--- src/hw/srs_cfg.svh ---
// Timing counts, vector addresses and widths for the reset sequencer.
// Assumes clk_i is the internal precision oscillator at 40 MHz.
`ifndef SRS_CFG_SVH
`define SRS_CFG_SVH

// Clock rate in MHz
`define SRS_CLK_MHZ 40
// Oscillator start-up time in ns
`define SRS_OSC_STARTUP_NS 4000
// Start-up wait in clock cycles, least time so rounded up
`define SRS_STARTUP_CYC ((`SRS_OSC_STARTUP_NS * `SRS_CLK_MHZ + 999) / 1000)
// Normal reset hold in oscillator cycles
`define SRS_HOLD_CYC 66
// Reset hold with crystal enabled in oscillator cycles
`define SRS_XTAL_HOLD_CYC 5000
// Width of the shared sequencing counter
`define SRS_CNT_W 13
// Program memory address width and reset vector bytes
`define SRS_ADDR_W 16
`define SRS_VEC_HI_ADDR 16'h0002
`define SRS_VEC_LO_ADDR 16'h0003
// Reset values of the pin synchronisers
`define SRS_PIN_RST_VAL 1'h1
`define SRS_POR_RST_VAL 1'h0

`endif

--- src/hw/srs_pkg.sv ---
// Types shared by the reset sequencer files.
// Assumes srs_cfg.svh for the numeric constants.
package srs_pkg;

  // Sequencer states
  typedef enum logic [2:0] {
    ST_STARTUP = 3'b000,
    ST_HOLD = 3'b001,
    ST_PIN_WAIT = 3'b010,
    ST_FETCH_HI = 3'b011,
    ST_FETCH_LO = 3'b100,
    ST_LOAD_PC = 3'b101,
    ST_RUN = 3'b110
  } srs_state_t;

  // Kind of reset in progress
  typedef enum logic {
    KIND_SYS = 1'b0,
    KIND_STOP = 1'b1
  } srs_kind_t;

endpackage

--- src/hw/srs_sync2.sv ---
// Two-flop synchroniser for asynchronous level inputs.
// Assumes one clock and a synchronous active-low reset.
`timescale 1ns/1ps
`include "srs_cfg.svh"

module srs_sync2 #(
  parameter int unsigned W = 2,
  parameter logic [W-1:0] RST_VAL = '0
) (
  input wire logic clk_i,
  input wire logic rst_b_i,
  input wire logic [W-1:0] async_i,
  output logic [W-1:0] sync_o
);

  logic [W-1:0] meta_q;
  logic [W-1:0] meta_d;
  logic [W-1:0] sync_q;
  logic [W-1:0] sync_d;

  // Next values: first flop feeds only the second
  always_comb begin
    meta_d = async_i;
    sync_d = meta_q;
  end

  // Register both stages
  always_ff @(posedge clk_i) begin
    if (!rst_b_i) begin
      meta_q <= RST_VAL;
      sync_q <= RST_VAL;
    end else begin
      meta_q <= meta_d;
      sync_q <= sync_d;
    end
  end

  assign sync_o = sync_q;

endmodule

--- src/hw/srs_reset_seq.sv ---
// Reset and stop-mode recovery sequencer with reset vector fetch.
// Assumes clk_i is the internal precision oscillator and program memory
// returns data one cycle after the address.
`timescale 1ns/1ps
`include "srs_cfg.svh"

// Functional notes
// Hold CPU and peripherals 66 oscillator cycles
// Crystal option lengthens hold to 5000 cycles
// Wait 4 us oscillator start-up first
// Power-on delay counts from supply good
// Stay in reset while pin asserted
// GPIO inputs, pull-ups off at reset
// CPU idle; crystal, watchdog oscillators run
// Load defined register reset values
// Fetch two-byte vector into program counter
// System clock is internal oscillator after reset
// Stop recovery reinitialises only clock registers
module srs_reset_seq #(
  parameter int unsigned XTAL_HOLD_CYC = `SRS_XTAL_HOLD_CYC
) (
  input wire logic clk_i,
  input wire logic rst_b_i,
  input wire logic supply_ok_i,
  input wire logic ext_reset_b_i,
  input wire logic stop_recover_i,
  input wire logic xtal_opt_en_i,
  input wire logic [7:0] pmem_data_i,
  output logic [`SRS_ADDR_W-1:0] pmem_addr_o,
  output logic pmem_rd_o,
  output logic [`SRS_ADDR_W-1:0] pc_o,
  output logic pc_load_o,
  output logic cpu_reset_b_o,
  output logic periph_reset_b_o,
  output logic ctrl_reg_init_o,
  output logic clk_reg_init_o,
  output logic gpio_safe_o,
  output logic sysclk_ipo_sel_o,
  output logic xtal_run_o,
  output logic wdt_osc_run_o
);

  localparam logic [`SRS_CNT_W-1:0] STARTUP_LAST = `SRS_CNT_W'(`SRS_STARTUP_CYC - 1);
  localparam logic [`SRS_CNT_W-1:0] HOLD_LAST = `SRS_CNT_W'(`SRS_HOLD_CYC - 1);
  localparam logic [`SRS_CNT_W-1:0] XTAL_LAST = `SRS_CNT_W'(XTAL_HOLD_CYC - 1);

  srs_pkg::srs_state_t state_q;
  srs_pkg::srs_state_t state_d;
  srs_pkg::srs_kind_t kind_q;
  srs_pkg::srs_kind_t kind_d;
  logic [`SRS_CNT_W-1:0] cnt_q;
  logic [`SRS_CNT_W-1:0] cnt_d;
  logic [`SRS_CNT_W-1:0] last_q;
  logic [`SRS_CNT_W-1:0] last_d;
  logic [7:0] vec_hi_q;
  logic [7:0] vec_hi_d;
  logic [`SRS_ADDR_W-1:0] addr_q;
  logic [`SRS_ADDR_W-1:0] addr_d;
  logic [`SRS_ADDR_W-1:0] pc_q;
  logic [`SRS_ADDR_W-1:0] pc_d;
  logic pc_load_q;
  logic pc_load_d;
  logic rd_q;
  logic rd_d;
  logic [1:0] pins_sync;
  logic supply_ok;
  logic pin_released;
  logic sys_restart;
  logic stop_restart;
  logic out_of_reset;

  // Supply detector and reset pin come from outside the clock domain
  srs_sync2 #(
    .W(2),
    .RST_VAL({`SRS_POR_RST_VAL, `SRS_PIN_RST_VAL})
  ) u_sync (
    .clk_i(clk_i),
    .rst_b_i(rst_b_i),
    .async_i({supply_ok_i, ext_reset_b_i}),
    .sync_o(pins_sync)
  );

  assign supply_ok = pins_sync[1];
  assign pin_released = pins_sync[0];

  // True once the sequencer has left reset
  function automatic logic is_running(input srs_pkg::srs_state_t st);
    is_running = (st == srs_pkg::ST_RUN);
  endfunction

  // Supply loss always restarts; a pin reset is taken from the vector fetch onward
  assign sys_restart = !supply_ok ||
                       (!pin_released && (state_q == srs_pkg::ST_FETCH_HI ||
                                          state_q == srs_pkg::ST_FETCH_LO ||
                                          state_q == srs_pkg::ST_LOAD_PC ||
                                          is_running(state_q)));
  // Stop recovery is only meaningful from run
  assign stop_restart = stop_recover_i && is_running(state_q);

  // Sequencer next state
  always_comb begin
    state_d = state_q;
    kind_d = kind_q;
    cnt_d = cnt_q;
    last_d = last_q;
    vec_hi_d = vec_hi_q;
    addr_d = addr_q;
    pc_d = pc_q;
    pc_load_d = 1'b0;
    rd_d = 1'b0;
    if (sys_restart) begin
      // count from supply good
      state_d = srs_pkg::ST_STARTUP;
      kind_d = srs_pkg::KIND_SYS;
      cnt_d = '0;
    end else if (stop_restart) begin
      state_d = srs_pkg::ST_STARTUP;
      kind_d = srs_pkg::KIND_STOP;
      cnt_d = '0;
    end else begin
      case (state_q)
        srs_pkg::ST_STARTUP: begin
          // oscillator start-up wait
          // pick hold length from option
          last_d = xtal_opt_en_i ? XTAL_LAST : HOLD_LAST;
          if (cnt_q == STARTUP_LAST) begin
            state_d = srs_pkg::ST_HOLD;
            cnt_d = '0;
          end else begin
            cnt_d = cnt_q + `SRS_CNT_W'(1);
          end
        end
        srs_pkg::ST_HOLD: begin
          // hold count latched during start-up
          if (cnt_q == last_q) begin
            state_d = srs_pkg::ST_PIN_WAIT;
            cnt_d = '0;
          end else begin
            cnt_d = cnt_q + `SRS_CNT_W'(1);
          end
        end
        srs_pkg::ST_PIN_WAIT: begin
          // extend while pin held
          if (pin_released) begin
            state_d = srs_pkg::ST_FETCH_HI;
            addr_d = `SRS_VEC_HI_ADDR;
            rd_d = 1'b1;
          end
        end
        srs_pkg::ST_FETCH_HI: begin
          // high byte comes from the even address
          state_d = srs_pkg::ST_FETCH_LO;
          addr_d = `SRS_VEC_LO_ADDR;
          rd_d = 1'b1;
        end
        srs_pkg::ST_FETCH_LO: begin
          vec_hi_d = pmem_data_i;
          state_d = srs_pkg::ST_LOAD_PC;
        end
        srs_pkg::ST_LOAD_PC: begin
          // vector into program counter
          pc_d = {vec_hi_q, pmem_data_i};
          pc_load_d = 1'b1;
          state_d = srs_pkg::ST_RUN;
        end
        srs_pkg::ST_RUN: begin
          state_d = srs_pkg::ST_RUN;
        end
        default: begin
          state_d = srs_pkg::ST_STARTUP;
          kind_d = srs_pkg::KIND_SYS;
          cnt_d = '0;
        end
      endcase
    end
  end

  // Sequencer registers
  always_ff @(posedge clk_i) begin
    if (!rst_b_i) begin
      state_q <= srs_pkg::ST_STARTUP;
      kind_q <= srs_pkg::KIND_SYS;
      cnt_q <= '0;
      last_q <= HOLD_LAST;
      vec_hi_q <= 8'h00;
      addr_q <= '0;
      pc_q <= '0;
      pc_load_q <= 1'b0;
      rd_q <= 1'b0;
    end else begin
      state_q <= state_d;
      kind_q <= kind_d;
      cnt_q <= cnt_d;
      last_q <= last_d;
      vec_hi_q <= vec_hi_d;
      addr_q <= addr_d;
      pc_q <= pc_d;
      pc_load_q <= pc_load_d;
      rd_q <= rd_d;
    end
  end

  assign out_of_reset = is_running(state_q);

  // CPU and peripherals idle until run
  assign cpu_reset_b_o = out_of_reset;
  assign periph_reset_b_o = out_of_reset;
  // reset values loaded only by a system reset
  assign ctrl_reg_init_o = !out_of_reset && (kind_q == srs_pkg::KIND_SYS);
  // clock registers reinitialised by either kind
  assign clk_reg_init_o = !out_of_reset;
  // safe GPIO from the start of reset
  assign gpio_safe_o = !out_of_reset;
  // internal oscillator selected while clock registers reinitialise
  assign sysclk_ipo_sel_o = !out_of_reset;
  // oscillators keep running through reset
  assign xtal_run_o = 1'b1;
  assign wdt_osc_run_o = 1'b1;
  assign pmem_addr_o = addr_q;
  assign pmem_rd_o = rd_q;
  assign pc_o = pc_q;
  assign pc_load_o = pc_load_q;

  // Checks
  a_hold_short_exit: assert property (
    @(posedge clk_i) disable iff (!rst_b_i)
    (state_q == srs_pkg::ST_HOLD && last_q == HOLD_LAST && cnt_q == HOLD_LAST && !sys_restart)
    |=> state_q == srs_pkg::ST_PIN_WAIT)
    else $error("hold did not end after normal count");

  a_hold_no_early: assert property (
    @(posedge clk_i) disable iff (!rst_b_i)
    (state_q == srs_pkg::ST_HOLD && cnt_q != last_q && !sys_restart)
    |=> state_q == srs_pkg::ST_HOLD && cnt_q == $past(cnt_q) + `SRS_CNT_W'(1))
    else $error("hold left early or count skipped");

  a_xtal_long_hold: assert property (
    @(posedge clk_i) disable iff (!rst_b_i)
    (state_q == srs_pkg::ST_STARTUP && cnt_q == STARTUP_LAST && supply_ok && !sys_restart)
    |=> last_q == ($past(xtal_opt_en_i) ? XTAL_LAST : HOLD_LAST))
    else $error("hold length does not follow crystal option");

  a_startup_wait: assert property (
    @(posedge clk_i) disable iff (!rst_b_i)
    ($rose(state_q == srs_pkg::ST_HOLD))
    |-> $past(cnt_q) == STARTUP_LAST && cnt_q == '0)
    else $error("hold entered before start-up time");

  a_por_restart: assert property (
    @(posedge clk_i) disable iff (!rst_b_i)
    !supply_ok |=> state_q == srs_pkg::ST_STARTUP && cnt_q == '0 && !cpu_reset_b_o)
    else $error("count not restarted while supply low");

  a_pin_extend: assert property (
    @(posedge clk_i) disable iff (!rst_b_i)
    (state_q == srs_pkg::ST_PIN_WAIT && !pin_released && supply_ok)
    |=> state_q == srs_pkg::ST_PIN_WAIT && !cpu_reset_b_o)
    else $error("reset released while pin asserted");

  a_gpio_safe: assert property (
    @(posedge clk_i) disable iff (!rst_b_i)
    !cpu_reset_b_o |-> gpio_safe_o && !periph_reset_b_o)
    else $error("GPIO not safe during reset");

  a_osc_running: assert property (
    @(posedge clk_i) disable iff (!rst_b_i)
    !cpu_reset_b_o |-> xtal_run_o && wdt_osc_run_o)
    else $error("oscillator stopped during reset");

  a_vector_fetch: assert property (
    @(posedge clk_i) disable iff (!rst_b_i)
    (state_q == srs_pkg::ST_PIN_WAIT && pin_released && supply_ok)
    |=> pmem_addr_o == `SRS_VEC_HI_ADDR && pmem_rd_o
    ##1 pmem_addr_o == `SRS_VEC_LO_ADDR && pmem_rd_o ##2 pc_load_o && cpu_reset_b_o)
    else $error("reset vector fetch sequence wrong");

  a_pc_value: assert property (
    @(posedge clk_i) disable iff (!rst_b_i)
    pc_load_o |-> pc_o == {$past(pmem_data_i, 2), $past(pmem_data_i, 1)})
    else $error("program counter not loaded with vector");

  a_clock_select: assert property (
    @(posedge clk_i) disable iff (!rst_b_i)
    $rose(cpu_reset_b_o) |-> $past(sysclk_ipo_sel_o) && !sysclk_ipo_sel_o)
    else $error("internal oscillator not selected through reset");

  a_stop_keeps_regs: assert property (
    @(posedge clk_i) disable iff (!rst_b_i)
    (stop_restart && !sys_restart)
    |=> !ctrl_reg_init_o && clk_reg_init_o && !cpu_reset_b_o)
    else $error("stop recovery touched general registers");

endmodule

--- config.mk ---
export PLATFORM = sky130hd
export DESIGN_NAME = srs_reset_seq
export DESIGN_NICKNAME = d
export VERILOG_FILES = /design/src/hw/srs_pkg.sv /design/src/hw/srs_sync2.sv /design/src/hw/srs_reset_seq.sv
export VERILOG_INCLUDE_DIRS = /design/src /design/src/hw
export SDC_FILE = /design/constraint.sdc
export NUM_CORES = 1
export LEC_CHECK = 0
export BUFFER_PORTS_ARGS = -buffer_cell sky130_fd_sc_hd__buf_4
export CORE_MARGIN = 2
export CORE_UTILIZATION = 25
export CTS_BUF_LIST = sky130_fd_sc_hd__clkbuf_4 sky130_fd_sc_hd__clkbuf_8
export DETAILED_ROUTE_END_ITERATION = 16
export SKIP_LAST_GASP = 1
export SLEW_MARGIN = 20
export SYNTH_ARGS = -nofsm -noshare
export SYNTH_HDL_FRONTEND = slang
export SYNTH_SLANG_ARGS = --single-unit
--- constraint.sdc ---
create_clock -name clk_i -period 2 [get_ports clk_i]
set_input_delay 0.4 -clock clk_i [delete_from_list [all_inputs] [get_ports clk_i]]
set_output_delay 0.4 -clock clk_i [all_outputs]
set_load 0.02 [all_outputs]
==> qor.csv <==
stage,metric,value,unit
yosys,sequential element share of the synthesized area,0.418,
die,Chip Height,103,um
yosys,synthesized area per cell,8.55,um2
setup_path,Critical Path Sink Type,flip-flop,
routing,DRC marker count from the first detailed-route iteration,105,
routing,routed len/inst,12.1,um
setup_path,capture point of the worst reg-to-reg path,cnt_q[12]$_SDFFE_PP0N_,
power,net switching share of the total power,0.233,
timing,highest clock frequency the design can meet,0.540,GHz
finish,fraction of final layout cells sized beyond drive strength 1,0.217,
setup_path,setup slack on the worst flop-to-flop path,0.15,ns
die,die width,103,um
flow_run,Max-cap violations,0,
global_route,via count of the first global-routing pass,1829,
global_route,global-route wire length before repair,9.09,mm
power,switching power,434,uW
setup_path,"critical path fanouts, max",7,
die,initial core utilization,0.254,
timing,time the worst path needs with I/O delays and setup,1.85,ns
die,row count,36,
global_route,aggregate global routing overflow,0,
min_path,hold depth,2,
routing,number of antenna-violating nets in the routed design,0,
min_path,HP Start,ext_reset_b_i,
timing,Worst Hold Slack,0.266,ns
timing,Finish-stage setup viols,0,
cts,Post CTS Setup Buffer Count,0,
routing,vias after detailed routing,2034,
min_path,Min-Delay Path Class,input pin to flip-flop,
yosys,main combinational cell family by area after synthesis,simple AND/OR/NAND/NOR gates,
outcome,status,"finished, final reports clean",
global_route,Total Routing Usage GR,0.108,
setup_path,count of cells along the worst register-to-register path,6,
cts,master cell of the clock root buffer,clkbuf_8,
setup_path,Worst EP required,2.21,ns
die,Core Footprint,0.00964,mm2
timing,count of final hold-check violations,0,
power,proportion of power drawn by the clock network,0.406,
die,full die area,0.0106,mm2
setup_path,Crit Path Class,flip-flop to flip-flop,
cts,clock buffers created by TritonCTS,5,
yosys,"Distinct cells, synth",47,
setup_path,kind of start point of the critical path,flip-flop,
routing,Detailed Routing Iterations Pass 1,4,
finish,final antenna diode count,0,
place,number of I/O port buffers,39,
cts,maximum buffer depth of the clock tree,2,
timing,Pins Over Slew Limit,0,
power,logic gate share of total power,0.044,
yosys,fraction of registers with async set/reset,0,
setup_path,critical path arrival,2.06,ns
yosys,number of synthesized register bits,51,
routing,total length of routed wires,5.54,mm
die,Boundary Pins,56,
setup_path,launching point of the worst reg2reg path,cnt_q[0]$_SDFFE_PP0N_,
yosys,mux contribution to synthesized area,0.0409,
yosys,simple logic cell fraction of the synthesized area,0.269,
timing,setup repair after global routing missed its margin,no,
cts,"CTS clk-pin slew, worst paths",0.11,ns
timing,total negative slack,0,ns
global_route,largest net degree at the start of global routing,35,
power,power per cell area,635,mW/mm2
yosys,total of warnings raised by yosys,0,
finish,"top library cells by usage in the layout, fill and taps aside","nand2_1, buf_4, dfxtp_1, a21boi_0, conb_1",
finish,Layout Nets,337,
timing,Post-Route Skew,0.0193,ns
yosys,adder-cell share of the synthesized area,0.00512,
yosys,gate count of the mapped netlist,286,
finish,most frequent standard cell in the layout excluding fill and tap cells,nand2_1,
yosys,compound-cell area share of the yosys netlist,0.143,
yosys,Synth Area in XOR/XNOR,0.0179,
cts,hold_buf cts,0,
finish,area growth from synthesis to layout,20.1,%
timing,worst slew pin tran,0.589,ns
min_path,"Endpoint, Worst Hold",u_sync.meta_q[0]$_SDFF_PN1_,
power,Power Internal,1430,uW
cts,number of clock sinks seen by CTS,51,
power,Peak VDD IR,0.365,mV
cts,source-to-sink clock delay at the later pin of the worst-skew pair,0.31,ns
power,Leakage,0.00105,uW
timing,worst slew margin relative to its limit,0.606,
yosys,synthesized area,0.00244,mm2
cts,number of levels the H-tree was split into,2,
power,sequential group share of total power,0.549,
routing,average vias per placed instance,4.46,
yosys,Post-synth EDFFs,0,
timing,final period utilization,0.925,
cts,clock tree from TritonCTS,built,
place,estimated wirelength of the detail-placed design,3.93,mm
routing,DRC Markers,0,
global_route,initial antenna violation count,0,
place,placer's final routability congestion estimate,0.856,
yosys,main flop type after synthesis,dfxtp_1,
-- kinds of logic after synthesis --
family | Yosys count
mux | 10
compound gates | 49
xor+xnor | 5
simple gates | 128
flops | 51
fa+ha+maj | 1
other cells | 2
buf+inv | 40
-- cells in the mapped netlist (3+ instances only) --
| library cell | number | area (um2) |
|---|---|---|
| nor2_1 | 13 | 48.8 |
| xnor2_1 | 3 | 26.3 |
| and2_1 | 5 | 31.3 |
| a21oi_1 | 8 | 40.0 |
| a31oi_1 | 5 | 31.3 |
| mux2i_1 | 10 | 100 |
| clkbuf_1 | 8 | 30.0 |
| nand3_1 | 8 | 40.0 |
| nand2b_1 | 3 | 18.8 |
| nand2_1 | 54 | 203 |
| o21ai_0 | 3 | 15.0 |
| nor3_1 | 6 | 30.0 |
| buf_6 | 3 | 33.8 |
| buf_4 | 19 | 143 |
| o211ai_1 | 5 | 37.5 |
| nor4_1 | 4 | 25.0 |
| dfxtp_1 | 51 | 1020 |
| buf_2 | 7 | 35.0 |
| nor2b_1 | 10 | 62.6 |
| nand4_1 | 7 | 43.8 |
| a21boi_0 | 17 | 128 |
-- repair_timing --
item / in CTS / in global routing
endpoints found under the hold margin: 0 / 0
setup endpoints to repair: 0 / 8
gates resized for setup: 0 / 3
-- power by group through the flow --
stage               Combinational (uW)  Clock, uW  Sequential [uW]
global placement                  82.8          0             1050
global route                      91.9        821             1030
detailed placement                82.7          0             1050
floorplan                         74.4          0             1050
CTS                               82.8        783             1020
finish                            82.3        758             1020
-- routing by layer --
layer / wire length, um / up-vias / GRT usage
met1: 2710 / 956 / 0.153
met3: 270 / 4 / 0.0271
met4: 59 / 0 / 0.0273
met5: 0 / - / 0
li1: - / 1018 / -
met2: 2490 / 56 / 0.165
-- how the worst max path moves through the flow --
stage / from / end / cells past startpoint
global route: state_q[1]$_SDFFE_PP0P_ / clk_reg_init_o / 4
finish: cnt_q[0]$_SDFFE_PP0N_ / cnt_q[12]$_SDFFE_PP0N_ / 6
floorplan: state_q[1]$_SDFFE_PP0P_ / gpio_safe_o / 5
CTS: state_q[2]$_SDFFE_PP0P_ / clk_reg_init_o / 4
detailed placement: cnt_q[1]$_SDFFE_PP0N_ / cnt_q[12]$_SDFFE_PP0N_ / 6
global placement: cnt_q[1]$_SDFFE_PP0N_ / cnt_q[12]$_SDFFE_PP0N_ / 6
-- critical path, stage by stage, from the launching register on --
cell and delay [ns]:
dfxtp_1 0.43, ha_1 0.23, and4_1 0.26, nand4_1 0.21, o31a_1 0.35, o211ai_1 0.19
a21oi_1 0.09
-- area by class of cell --
cell class,instances,area [um2]
clock inverters,3,46.3
multi-input cells,209,1220
flip-flops and latches,51,1020
repair buffers,53,398
inverters,2,7.51
well taps,133,166
fillers,1042,6700
clock buffers,5,68.8
-- state kept, by name (all words and copies together) (netlist names), 2 cells and up --
register / count
state_q: 3
vec_hi_q: 8
cnt_q: 13
u_sync.meta_q: 2
pc_o: 16
u_sync.sync_o: 2
last_q: 2
pmem_addr_o: 2
-- through the flow --
| step | setup slack, ns | power, uW | instance area [um2] | cells | util |
|---|---|---|---|---|---|
| floorplan | 0.107 | 1120 | 2500 | 300 | - |
| global route | 0.00238 | 1940 | 2940 | 456 | 0.305 |
| CTS | 0.0144 | 1890 | 2930 | 456 | 0.304 |
| global placement | 0.177 | 1130 | 2820 | 448 | 0.292 |
| finish | 0.150 | 1860 | 2940 | 456 | 0.305 |
| detailed placement | 0.122 | 1130 | 2820 | 448 | 0.292 |
No activity file was read; power rests on OpenSTA's default activity.
